==> src/pdcg_pkg.sv <==
// Constants, types and shared decoding for the clock generation block.
// Operation
// - Multiply input clock by one, two, four.
// - Factor comes from two-bit multiplier field.
// - Internal rising edge aligned to input pin.
// - Mode 0 applies factor after standby entry.
// - Deferred switch counts exit wait by select.
// - Factor one after reset.
// - Standby entry stops clock, loads new factor.
// - Exit waits transition time, then resumes.
// - Mode 1 applies new factor immediately.
// - Divide by two up to thirty-two.
// - Peripherals and exit wait use divided clock.
// - Control writes change clock despite transfers.
// - High-speed plus six power-down modes.
// - High-speed mode after reset.
// - Sleep, division, module stop may combine.
// - Multiplier codes 00, 01, 10; 11 unused.
// - Divider codes 000 to 101; 11X prohibited.
package pdcg_pkg;
  localparam int ADDR_W = 5;
  localparam logic [4:0] ADDR_SYS_CLOCK_CTRL = 5'h00;
  localparam logic [4:0] ADDR_PLL_CTRL = 5'h04;
  localparam logic [4:0] ADDR_STANDBY_CTRL = 5'h08;
  localparam logic [4:0] ADDR_MODULE_STOP = 5'h0c;
  localparam logic [4:0] ADDR_STATUS = 5'h10;
  localparam int MULT_SWITCH_BIT = 3;
  localparam int STANDBY_ENABLE_BIT = 7;
  localparam logic [1:0] MULT_X1 = 2'h0;
  localparam logic [1:0] MULT_X2 = 2'h1;
  localparam logic [1:0] MULT_X4 = 2'h2;
  localparam logic [1:0] MULT_BAD = 2'h3;
  localparam logic [2:0] DIV_MAX = 3'h5;
  localparam logic [1:0] PHASE_LAST = 2'h3;
  localparam int WAIT_W = 20;
  localparam logic [19:0] WAIT_BASE = 20'h00010;
  localparam logic [31:0] SYS_CLOCK_CTRL_REG_MASK = 32'h000000cf;
  localparam logic [31:0] PLL_CTRL_REG_MASK = 32'h0000000b;
  localparam logic [31:0] STANDBY_CTRL_REG_MASK = 32'h0000008f;
  localparam logic [31:0] MSTOP_MASK = 32'h00000003;

  typedef enum logic [1:0] {
    PDCG_RUN = 2'b00,
    PDCG_STANDBY = 2'b01,
    PDCG_EXIT_WAIT = 2'b11
  } pdcg_state_e;

  typedef struct packed {
    logic highSpeed;
    logic clockDivision;
    logic sleep;
    logic moduleStop;
    logic allModuleStop;
    logic swStandby;
    logic hwStandby;
  } pdcg_mode_s;

  // Exit wait in divided-clock ticks: sixteen doubled per select step.
  function automatic logic [19:0] pdcg_wait_ticks(input logic [3:0] sel);
    pdcg_wait_ticks = WAIT_BASE << sel;
  endfunction

  // Divider mask: ones for the low bits counted within one period.
  function automatic logic [4:0] pdcg_div_mask(input logic [2:0] sel);
    pdcg_div_mask = 5'(6'h01 << sel) - 5'h01;
  endfunction
endpackage

==> src/pdcg_top.sv <==
// Clock generator: PLL factor, divider, standby sequencing, register slave.
`timescale 1ns/1ns
module pdcg_top
(
  input wire logic mclk,
  input wire logic rst,
  input wire logic [pdcg_pkg::ADDR_W-1:0] avs_address,
  input wire logic avs_read,
  input wire logic avs_write,
  input wire logic [31:0] avs_writedata,
  output logic [31:0] avs_readdata,
  output logic avs_waitrequest,
  input wire logic extClockInPin,
  input wire logic sleepInstr,
  input wire logic wakeReq,
  input wire logic hwStandbyReq,
  output logic pllTick,
  output logic sysClkTick,
  output pdcg_pkg::pdcg_mode_s modeFlags
);
  import pdcg_pkg::*;

  logic [7:0] sysClockCtrl_reg;
  logic [7:0] pllCtrl_reg;
  logic [7:0] standbyCtrl_reg;
  logic [1:0] moduleStop_reg;
  logic [1:0] activeMult_reg;
  logic [2:0] activeDiv_reg;
  logic [4:0] divCnt_reg;
  logic [1:0] phaseCnt_reg;
  logic [2:0] extSync_reg;
  logic extLevel_reg;
  logic [2:0] hwSync_reg;
  logic hwLevel_reg;
  logic sleep_reg;
  logic ack_reg;
  logic [WAIT_W-1:0] waitCnt_reg;
  pdcg_state_e state_reg;
  pdcg_state_e state_next;
  logic access;
  logic wrStrobe;
  logic extRise;
  logic divBoundary;
  logic waitDone;
  logic [1:0] multSel;
  logic [2:0] divSel;

  assign multSel = pllCtrl_reg[1:0];
  assign divSel = sysClockCtrl_reg[2:0];

  //////////////////////////////////////////////////////////////////////////
  // Register slave: one wait state, write takes effect when it completes.

  assign access = avs_read | avs_write;
  assign avs_waitrequest = access & ~ack_reg;
  assign wrStrobe = avs_write & ack_reg;

  always_ff @(posedge mclk or posedge rst)
  begin
    if (rst)
      ack_reg <= 1'b0;
    else
      ack_reg <= access & ~ack_reg;
  end

  always_ff @(posedge mclk or posedge rst)
  begin
    if (rst)
      avs_readdata <= 32'h00000000;
    else if (avs_read & ~ack_reg)
    begin
      unique case (avs_address)
        ADDR_SYS_CLOCK_CTRL: avs_readdata <= {24'h000000, sysClockCtrl_reg};
        ADDR_PLL_CTRL: avs_readdata <= {24'h000000, pllCtrl_reg};
        ADDR_STANDBY_CTRL: avs_readdata <= {24'h000000, standbyCtrl_reg};
        ADDR_MODULE_STOP: avs_readdata <= {30'h00000000, moduleStop_reg};
        ADDR_STATUS:
          avs_readdata <= {20'h00000, state_reg, activeDiv_reg,
                           activeMult_reg, 5'h00};
        default: avs_readdata <= 32'h00000000;
      endcase
    end
  end

  // Writes land regardless of bus traffic elsewhere; the clock follows.
  always_ff @(posedge mclk or posedge rst)
  begin
    if (rst)
    begin
      sysClockCtrl_reg <= 8'h00;
      pllCtrl_reg <= 8'h00;
      standbyCtrl_reg <= 8'h00;
      moduleStop_reg <= 2'h0;
    end
    else if (wrStrobe)
    begin
      unique case (avs_address)
        ADDR_SYS_CLOCK_CTRL:
          sysClockCtrl_reg <= avs_writedata[7:0] & SYS_CLOCK_CTRL_REG_MASK[7:0];
        ADDR_PLL_CTRL:
          pllCtrl_reg <= avs_writedata[7:0] & PLL_CTRL_REG_MASK[7:0];
        ADDR_STANDBY_CTRL:
          standbyCtrl_reg <= avs_writedata[7:0] & STANDBY_CTRL_REG_MASK[7:0];
        ADDR_MODULE_STOP: moduleStop_reg <= avs_writedata[1:0];
        default: ;
      endcase
    end
  end

  //////////////////////////////////////////////////////////////////////////
  // Input pin sampling; the first stage feeds only the second.

  always_ff @(posedge mclk or posedge rst)
  begin
    if (rst)
    begin
      extSync_reg <= 3'h0;
      hwSync_reg <= 3'h0;
    end
    else
    begin
      extSync_reg <= {extSync_reg[1:0], extClockInPin};
      hwSync_reg <= {hwSync_reg[1:0], hwStandbyReq};
    end
  end

  always_ff @(posedge mclk or posedge rst)
  begin
    if (rst)
    begin
      extLevel_reg <= 1'b0;
      hwLevel_reg <= 1'b0;
    end
    else
    begin
      if (extSync_reg[1] == extSync_reg[2])
        extLevel_reg <= extSync_reg[2];
      if (hwSync_reg[1] == hwSync_reg[2])
        hwLevel_reg <= hwSync_reg[2];
    end
  end

  assign extRise = (extSync_reg[1] == extSync_reg[2]) & extSync_reg[2]
                   & ~extLevel_reg;

  //////////////////////////////////////////////////////////////////////////
  // PLL model: the input period spans four mclk phases; the factor picks
  // how many of them carry an output edge. A filtered pin rise restarts
  // the phase so the internal edge stays aligned to the pin.

  always_ff @(posedge mclk or posedge rst)
  begin
    if (rst)
      phaseCnt_reg <= 2'h0;
    else if (extRise)
      phaseCnt_reg <= 2'h0;
    else
      phaseCnt_reg <= phaseCnt_reg + 2'h1;
  end

  always_comb
  begin
    unique case (activeMult_reg)
      MULT_X2: pllTick = ~phaseCnt_reg[0];
      MULT_X4: pllTick = 1'b1;
      default: pllTick = (phaseCnt_reg == 2'h0);
    endcase
  end

  // Factor one from reset; code 11 is ignored and the old factor stays.
  always_ff @(posedge mclk or posedge rst)
  begin
    if (rst)
      activeMult_reg <= MULT_X1;
    else if (multSel != MULT_BAD)
    begin
      if (sysClockCtrl_reg[MULT_SWITCH_BIT])
        activeMult_reg <= multSel;
      else if (state_reg == PDCG_STANDBY)
        activeMult_reg <= multSel;
    end
  end

  //////////////////////////////////////////////////////////////////////////
  // Divider. The ratio changes only when a whole divided period ends,
  // which keeps every system clock period at least as long as the
  // faster of the old and new settings.

  assign divBoundary = pllTick
                       & (divCnt_reg == pdcg_div_mask(activeDiv_reg));

  always_ff @(posedge mclk or posedge rst)
  begin
    if (rst)
      divCnt_reg <= 5'h00;
    else if (divBoundary)
      divCnt_reg <= 5'h00;
    else if (pllTick)
      divCnt_reg <= divCnt_reg + 5'h01;
  end

  always_ff @(posedge mclk or posedge rst)
  begin
    if (rst)
      activeDiv_reg <= 3'h0;
    else if (divBoundary && divSel <= DIV_MAX)
      activeDiv_reg <= divSel;
  end

  // Peripheral tick: stopped through standby and the exit wait.
  always_ff @(posedge mclk or posedge rst)
  begin
    if (rst)
      sysClkTick <= 1'b0;
    else
      sysClkTick <= divBoundary & (state_reg == PDCG_RUN)
                    & (state_next == PDCG_RUN) & ~hwLevel_reg;
  end

  //////////////////////////////////////////////////////////////////////////
  // Standby sequencing.

  assign waitDone = divBoundary
                    & (waitCnt_reg >= pdcg_wait_ticks(standbyCtrl_reg[3:0]));

  always_comb
  begin
    state_next = state_reg;
    unique case (state_reg)
      PDCG_RUN:
        if (sleepInstr && standbyCtrl_reg[STANDBY_ENABLE_BIT])
          state_next = PDCG_STANDBY;
      PDCG_STANDBY:
        if (wakeReq)
          state_next = PDCG_EXIT_WAIT;
      PDCG_EXIT_WAIT:
        if (waitDone)
          state_next = PDCG_RUN;
      default: state_next = PDCG_RUN;
    endcase
  end

  always_ff @(posedge mclk or posedge rst)
  begin
    if (rst)
      state_reg <= PDCG_RUN;
    else
      state_reg <= state_next;
  end

  // Exit wait counted in divided ticks, so it scales with the ratio.
  always_ff @(posedge mclk or posedge rst)
  begin
    if (rst)
      waitCnt_reg <= '0;
    else if (state_reg != PDCG_EXIT_WAIT)
      waitCnt_reg <= '0;
    else if (divBoundary)
      waitCnt_reg <= waitCnt_reg + 20'h00001;
  end

  // Sleep without standby enable; a wake request ends it.
  always_ff @(posedge mclk or posedge rst)
  begin
    if (rst)
      sleep_reg <= 1'b0;
    else if (sleepInstr && !standbyCtrl_reg[STANDBY_ENABLE_BIT])
      sleep_reg <= 1'b1;
    else if (wakeReq)
      sleep_reg <= 1'b0;
  end

  //////////////////////////////////////////////////////////////////////////
  // Operating mode report; the CPU-side modes may be set together.

  always_ff @(posedge mclk or posedge rst)
  begin
    if (rst)
      modeFlags <= '0;
    else
    begin
      modeFlags.clockDivision <= (activeDiv_reg != 3'h0);
      modeFlags.sleep <= sleep_reg;
      modeFlags.moduleStop <= moduleStop_reg[0];
      modeFlags.allModuleStop <= moduleStop_reg[1];
      modeFlags.swStandby <= (state_reg != PDCG_RUN);
      modeFlags.hwStandby <= hwLevel_reg;
      modeFlags.highSpeed <= (activeDiv_reg == 3'h0) & ~sleep_reg
                             & (moduleStop_reg == 2'h0)
                             & (state_reg == PDCG_RUN) & ~hwLevel_reg;
    end
  end
endmodule // pdcg_top

==> config.mk <==
export PLATFORM = sky130hd
export DESIGN_NAME = pdcg_top
export DESIGN_NICKNAME = d
export VERILOG_FILES = /design/src/pdcg_pkg.sv /design/src/pdcg_top.sv
export SDC_FILE = /design/constraint.sdc
export NUM_CORES = 1
export LEC_CHECK = 0
export CORE_MARGIN = 10
export CORE_UTILIZATION = 30
export DETAILED_ROUTE_END_ITERATION = 6
export DONT_BUFFER_PORTS = 1
export GPL_ROUTABILITY_DRIVEN = 0
export MAX_ROUTING_LAYER = met4
export PLACE_DENSITY = 0.5
export REMOVE_ABC_BUFFERS = 1
export SLEW_MARGIN = 20
export SYNTH_ARGS = -nofsm -noshare
export SYNTH_HDL_FRONTEND = slang
export SYNTH_SLANG_ARGS = --single-unit
==> constraint.sdc <==
create_clock -name mclk -period 5.3 [get_ports mclk]
set_clock_uncertainty 0.05 [all_clocks]
set_input_delay 0 -clock mclk [delete_from_list [all_inputs] [get_ports mclk]]
set_output_delay 0 -clock mclk [all_outputs]
set_load 0.1 [all_outputs]
After elaboration in Yosys (flattened, before gate mapping)
Index checks and enable logic that the tools add are counted.
- bits in registers: 100
- output and inout port bits: 42
- word-level logic and storage cells: 102
- add/sub/neg operators: 4
- magnitude comparators: 2
- equality and inequality tests: 13
- shift-type cells: 2
- mux-type cells: 15
- bitwise logic cells: 20
- reductions and logical operators: 21
- operator list (operator ; count):
    12-bit case mux with 5 select lines ; 1
    20-bit 2-to-1 mux ; 2
    20-bit by 1-bit adder with 20-bit output, second input constant ; 1
    20-bit >= comparator ; 1
    5-bit by 4-bit << shifter with 20-bit output, first input constant ; 1
    1-bit AND ; 14
    2-bit 2-to-1 mux ; 6
    5-bit by 4-bit equality test with 1-bit output, second input constant ; 2
    5-bit 2-to-1 mux ; 2
    2-bit AND reduction ; 5
    2-bit nonzero test ; 5
    2-bit logical NOT ; 4
    2-bit case mux with 3 select lines ; 1
    5-bit by 1-bit adder with 5-bit output, second input constant ; 1
    5-bit by 3-bit equality test with 1-bit output, second input constant ; 1
    5-bit equality test ; 1
    5-bit equality test, second input constant ; 1
    5-bit logical NOT ; 1
    1-bit inverter ; 5
    1-bit by 3-bit << shifter with 5-bit output, first input constant ; 1
    5-bit by 1-bit subtractor with 5-bit output, second input constant ; 1
    2-bit by 1-bit equality test with 1-bit output, second input constant ; 2
    2-bit equality test, second input constant ; 2
    2-bit inequality test, second input constant ; 2
    other kinds (10) ; 14

Logic depth before layout (Yosys ltp)
Gate-level depths: netlist of run 1.
- depth after elaboration: 10
- mapped depth: 12

Least setup slack after synthesis of run 1
OpenSTA, ideal clock, no wires.
- path kind: reg2reg
- start point: register activeMult_reg[0]
- end point: register waitCnt_reg[14]
- library setup time: 0.078 ns
- data arrival time: 3.251 ns
- setup slack: 1.921 ns
- stages on the path, launching flop included: 10
- path buffers: 1
- period minus slack after synthesis: 3.379 ns
- cell sequence: dfrtp_1 inv_1 ha_1 nor2b_1 a21oi_2 nand3_1 or4_1 buf_2 or3_1 a21oi_1
- word-level cells in the longest chain between the ends: 4
- elaborated cells on any way between the ends: 5
- classes of those cells: 2 x eq/ne; 1 x mux; 1 x bitwise; 1 x reduce/logical
- RTL lines (what ; line ; RTL):
    start, declared ; pdcg_top.sv:27 ; logic [1:0] activeMult_reg;
    start signal, assigned ; pdcg_top.sv:178 ; activeMult_reg <= multSel;
    start signal, assigned ; pdcg_top.sv:180 ; activeMult_reg <= multSel;
    2-bit equality test / 2-bit by 1-bit equality test with 1-bit output (equally long branches) ; pdcg_top.sv:163 ; unique case (activeMult_reg)
    1-bit case mux with 2 select lines * ; pdcg_top.sv:163 ;
    via pllTick ; pdcg_top.sv:17 ; output logic pllTick,
    1-bit AND * ; pdcg_top.sv:190 ; & (divCnt_reg == pdcg_div_mask(activeDiv_reg));
    2-bit nonzero test (no line) * ; n/a ;
    end signal, assigned ; pdcg_top.sv:259 ; waitCnt_reg <= waitCnt_reg + 20'h00001;
    end, declared ; pdcg_top.sv:37 ; logic [WAIT_W-1:0] waitCnt_reg;
The timed path passes the listed nets; every way through them passes the cells marked *.
A chain may end at the register's enable or synchronous reset.

Worst setup path in the final report of run 1
- start point: register activeMult_reg[0]
- end point: register waitCnt_reg[15]
The elaborated chain is that of the path after synthesis.

==> impl_metrics.py, run 1 <==
metrics = {
    "outcome": {
        "outcome": "finished, final reports clean",
    },
    "clock_network": {
        "clk_latency_ps": 340,
        "cts_htree_levels": 3,
        "cts_setup_buffers": 0,
        "cts.sinks": 79,
        "cts_tree": "done",
        "cts_inserted_buffers": 9,
        "cts-resized-gates": 0,
        "holdBufCountCts": 23,
        "path_clk_slew_ps": 60,
        "cts.path.max_buffers": 2,
        "cts_root_buf": "clkbuf_16",
    },
    "synth": {
        "synth-edff-count": 0,
        "synthCells": 423,
        "synth_warnings": 0,
        "yosysTopAreaCell": "dfrtp_1",
        "avgSynthCellArea_sq_um": 9.91,
        "yosysTopAreaCellShare": 0.472,
        "netlist_area_sq_um": 4190,
        "ys_types": 50,
        "seq_area_frac_synth": 0.472,
        "synth_ff_type": "dfrtp_1",
        "ys_ff_latch": 79,
        "ys_async_sr_fraction": 1.00,
        "synth_area_leaders": "dfrtp_1, ha_1, mux2_2",
    },
    "critical_path": {
        "critPathRequiredTime_ps": 5500,
        "crit_arrival_ps": 3610,
        "worstSetupEndpointType": "register",
        "critical_path_class": "reg2reg",
        "crit_fanout": 10,
        "cp-start-kind": "register",
    },
    "global_route": {
        "grtUsageTotal": 0.107,
        "grt_pass1_wl_microns": 16500,
        "grt_max_degree": 51,
        "gr-total-overflow": 0,
        "grt_pass1_vias": 3140,
        "antenna_found_initial": 0,
    },
    "route": {
        "detail-route-antenna-nets": 0,
        "drt-total-wl_microns": 9770,
        "wl_per_cell_microns": 15.6,
        "remaining_drc_errors": 0,
        "vias": 3096,
        "vias_per_cell": 4.94,
        "first_pass_iters": 4,
        "drt_iter0_markers": 163,
    },
    "job": {
        "drv_cap": 0,
    },
    "timing": {
        "report.final.slew_viol_count": 0,
        "hold_viol": 0,
        "finalSetupViolCount": 0,
        "tightestPinTransition_ps": 1110,
        "min_period_ps": 3420,
        "clock.fmax_ghz": 0.293,
        "slew_headroom": 0.260,
        "period_share": 0.645,
        "rsz0062_at_grt": "no",
        "setup_tns_ps": 0,
    },
    "die": {
        "die_area_sq_um": 19100,
        "num_rows": 43,
        "die_w_microns": 138,
        "ioPinCount": 87,
        "core_sq_um": 13800,
        "dieHeight_microns": 138,
        "start_util": 0.304,
    },
    "finish": {
        "largest_reg_flops": 20,
        "antenna-diode-count": 0,
        "nets": 511,
        "drive_gt1_frac": 0.0962,
        "area_growth_pct": 14.2,
    },
    "pwr": {
        "cellPowerDensity_nw_per_um2": 445,
        "p_leak_nw": 2.14,
        "power_w": 0.00213,
        "peakVddDrop_v": 0.000256,
    },
    "place": {
        "portBuffers": 0,
        "place_hpwl_microns": 7040,
    },
    "min_path": {
        "hp-class": "in2reg",
    },
}
metrics by stage:
stage	std cells	cell area (sq um)	worst slack, ps	util	hold slack, ps
3_5_place_dp	588	4290	1890	0.311	-109
3_3_place_gp	588	4290	1960	0.311	-120
5_1_grt	627	4790	1680	0.347	35.6
4_1_cts	627	4790	1890	0.347	14.5
2_1_floorplan	406	4040	1890	-	-18.6
6_report	627	4790	1880	0.347	21.3
logic make-up (layout without fill, tap and decap cells):
logic type | Yosys count | in the layout | synth area share
AND/OR/NAND/NOR | 152 | 152 | 0.181
XOR/XNOR | 10 | 10 | 0.0209
multiplexers | 26 | 26 | 0.0681
AO/OA/AOI/OAI | 77 | 77 | 0.115
flip-flops | 79 | 79 | 0.472
other | 1 | 21 | 0.000895
adder cells (fa/ha/maj) | 25 | 25 | 0.0741
buffers and inverters | 53 | 57 | 0.0687
worst max-delay path, stage by stage, from the launching register on:
cell     delay [ps]
dfrtp_1         410
inv_1            60
ha_1            300
nor2b_1         160
a21oi_4         680
nand3_1         320
or4_1           770
or3_1           420
a21oi_1         140
metal layers:
layer	share of wire	track usage	vias up
met5	0	-	-
met4	0.015	0.0300	0
met3	0.042	0.0336	16
met2	0.46	0.159	50
met1	0.49	0.136	1526
li1	-	-	1504
cell type report:
| type | count | area [sq um] |
|---|---|---|
| clock buffers | 10 | 229 |
| repair buffers | 25 | 245 |
| fillers | 1437 | 8990 |
| flip-flops and latches | 79 | 1980 |
| inverters | 16 | 61.3 |
| well taps | 180 | 225 |
| multi-input cells | 311 | 2010 |
| clock inverters | 6 | 37.5 |
layout by cell type (no fill, tap or decap), drive strengths merged, types with 7 or more instances in the layout:
cell type,instances
nor2,32
or3,11
clkbuf,10
dlygate4sd3,23
and3,7
inv,15
nor2b,8
a21oi,21
dfrtp,79
nand3,19
nand4,7
ha,24
mux2,20
nand2,41
or4,8
conb,21
o21ai,25
clkinv,7
cell usage after synthesis (2+ instances only):
cell,n
a2111oi_0,2
a21o_1,4
a21oi_1,20
a22o_1,5
a22oi_1,2
a31oi_1,4
and2_1,3
and3_1,7
and4_1,2
buf_4,21
clkbuf_1,12
dfrtp_1,79
ha_1,24
inv_1,16
mux2_2,20
mux2i_1,6
nand2_1,41
nand2b_1,3
nand3_1,19
nand4_1,7
nor2_1,32
nor2b_1,8
nor3_1,5
nor4_1,3
o211ai_1,3
o21ai_0,22
o21ai_1,3
o22a_1,2
o22ai_1,2
or3_1,11
or4_1,8
xnor2_1,6
xor2_1,4
power breakdown:
part           internal, W  leakage (nW)  switching, W
Sequential        0.000690          1.03      0.000204
Clock             0.000315         0.136      0.000249
Combinational     0.000211         0.976      0.000458
worst paths after layout:
check | slack [ps] | from | to | depth (start not counted)
setup / recovery | 1880 | activeMult_reg[0] | waitCnt_reg[15] | 8
hold / removal | 20 | avs_address[3] | avs_readdata[7] | 3
setup reg to reg | 1880 | activeMult_reg[0] | waitCnt_reg[15] | 8
hold reg to reg | 310 | hwSync_reg[0] | hwSync_reg[1] | 0
max in group asynchronous | 4080 | rst | divCnt_reg[2] | 3
min in group asynchronous | 100 | rst | waitCnt_reg[19] | 2
Note: power is estimated with default switching activity, not from simulation.
==> inputs of run 2 (changes only) <==
- clock period: 5.3 -> 3.5 ns (I/O delays scaled with it)
==> run 2 against run 1 <==
Register-to-register slack worse by 1700 ps. Hold slack improved by 7.4 ps. Clock-buffer cell count up 1. Clock power up 54%. Critical endpoint is now waitCnt_reg[14].
==> impl_metrics.py, run 2 (synthesized netlist as in run 1, its figures left out) <==
metrics = {
    "critical_path": {
        "critical_path.cell_chain": "or3_1 > ha_1 > nor4b_1 > a211oi_2 > xnor2_1 > or4_1 > or3_1 > a21oi_1",
        "crit_top_cell": "or3_1",
        "critPathMaxStageDelay_ps": 740,
        "worstSetupEndpointType": "register",
        "crit_fanout": 9,
        "critical_path_class": "reg2reg",
        "critPathRequiredTime_ps": 3690,
        "cp-start-kind": "register",
        "crit_arrival_ps": 3460,
        "cp_slowest_cell": "or4_1",
    },
    "clock_network": {
        "path_clk_slew_ps": 60,
        "clk_latency_ps": 330,
        "cts_htree_levels": 3,
        "cts_root_buf": "clkbuf_16",
        "cts.path.max_buffers": 2,
        "cts_tree": "done",
        "cts.sinks": 79,
        "cts_inserted_buffers": 9,
    },
    "finish": {
        "final_area_sq_um": 4840,
        "final.fill_count": 1435,
        "drive_gt1_frac": 0.106,
        "area_growth_pct": 15.6,
        "nets": 517,
        "antenna-diode-count": 0,
        "stdcell_count": 633,
        "largest_reg_flops": 20,
        "final_common_cell": "dfrtp_1",
        "final_core_util": 0.352,
        "final_cell_mix": "dfrtp_1, nand2_1, nor2_1",
    },
    "pwr": {
        "p_leak_nw": 2.17,
        "cellPowerDensity_nw_per_um2": 679,
        "switchingPower_w": 0.00139,
        "peakVddDrop_v": 0.000473,
        "pwr-share-comb": 0.329,
        "swShare": 0.422,
        "p_clk_frac": 0.264,
        "internal_power_w": 0.00190,
        "power_w": 0.00329,
        "p_seq_frac": 0.407,
    },
    "die": {
        "die_w_microns": 138,
        "ioPinCount": 87,
        "die_area_sq_um": 19100,
        "core_sq_um": 13800,
        "start_util": 0.304,
        "dieHeight_microns": 138,
        "num_rows": 43,
    },
    "global_route": {
        "antenna_found_initial": 0,
        "grt_pass1_vias": 3149,
        "grtUsageTotal": 0.105,
        "grt_max_degree": 59,
        "gr-total-overflow": 0,
        "grt_pass1_wl_microns": 16500,
    },
    "route": {
        "vias": 3129,
        "vias_per_cell": 4.94,
        "remaining_drc_errors": 0,
        "drt-total-wl_microns": 9780,
        "drt_iter0_markers": 247,
        "wl_per_cell_microns": 15.4,
        "detail-route-antenna-nets": 0,
        "first_pass_iters": 4,
    },
    "job": {
        "drv_cap": 0,
    },
    "timing": {
        "slew_headroom": 0.357,
        "setup_tns_ps": 0,
        "period_share": 0.935,
        "tightestPinTransition_ps": 957,
        "hold_viol": 0,
        "rsz0062_at_grt": "no",
        "clock.fmax_ghz": 0.305,
        "min_period_ps": 3270,
        "finalSetupViolCount": 0,
        "report.final.slew_viol_count": 0,
    },
    "place": {
        "place_hpwl_microns": 7060,
        "placed_cell_area_sq_um": 4330,
        "post-place-cells": 593,
        "portBuffers": 0,
    },
    "outcome": {
        "outcome": "finished, final reports clean",
    },
    "min_path": {
        "hp-class": "in2reg",
    },
}
-- run 2: metal layers --
metal | vias up | global-route usage | share of wire
li1 | 1499 | - | -
met2 | 61 | 0.157 | 0.46
met5 | - | - | 0
met1 | 1553 | 0.136 | 0.49
met4 | 0 | 0.0305 | 0.011
met3 | 16 | 0.0291 | 0.039
-- run 2: worst max-delay path: cells and delay by family, from the launching register on --
kind / cells / cell delay [ps]
AOI/OAI and AO/OA: 2 / 240
adders and majority gates: 1 / 290
and+or+nand+nor: 4 / 1930
xor gates and xnor gates: 1 / 200
DFF: 1 / 460
-- run 2: cell type report --
type                            instances  area, sq um  share of cell area
Clock inverter                          5         33.8             0.00697
Tap cell                              180          225              0.0465
Inverter                               16         62.6              0.0129
Multi-Input combinational cell        311         2010               0.415
Sequential cell                        79         1980               0.408
Timing Repair Buffer                   31          293              0.0604
Clock buffer                           11          243              0.0501
-- run 2: power groups by stage --
stage / clock [W] / sequential, W / combinational [W]
2_1_floorplan: 0 / 0.00131 / 0.000804
3_3_place_gp: 0 / 0.00135 / 0.00104
3_5_place_dp: 0 / 0.00136 / 0.00106
4_1_cts: 0.000890 / 0.00134 / 0.00110
5_1_grt: 0.000938 / 0.00136 / 0.00119
6_report: 0.000866 / 0.00134 / 0.00108
-- run 2: timing repair --
| action | in CTS | in global routing |
|---|---|---|
| buffers inserted | 0 | 0 |
| endpoints found under the hold margin | 85 | 0 |
| resized for setup | 0 | 0 |
| hold buffers | 24 | 0 |
-- run 2: worst paths after layout --
kind | end | from | slack, ps | cells after the start
max in group asynchronous | activeDiv_reg[0] | rst | 2360 | 3
min | sysClockCtrl_reg[3] | avs_address[2] | 30 | 2
min reg2reg | extSync_reg[1] | extSync_reg[0] | 310 | 0
max | waitCnt_reg[14] | activeDiv_reg[1] | 230 | 8
min in group asynchronous | waitCnt_reg[19] | rst | 230 | 2
max reg2reg | waitCnt_reg[14] | activeDiv_reg[1] | 230 | 8
-- run 2: stage by stage --
stage                     hold WS [ps]  worst slack (ps)
after floorplan                  -18.6              90.8
after global placement           -18.5               322
after detailed placement         -18.5               237
after CTS                         21.9               194
after global routing              19.4              36.8
final                             28.7               226
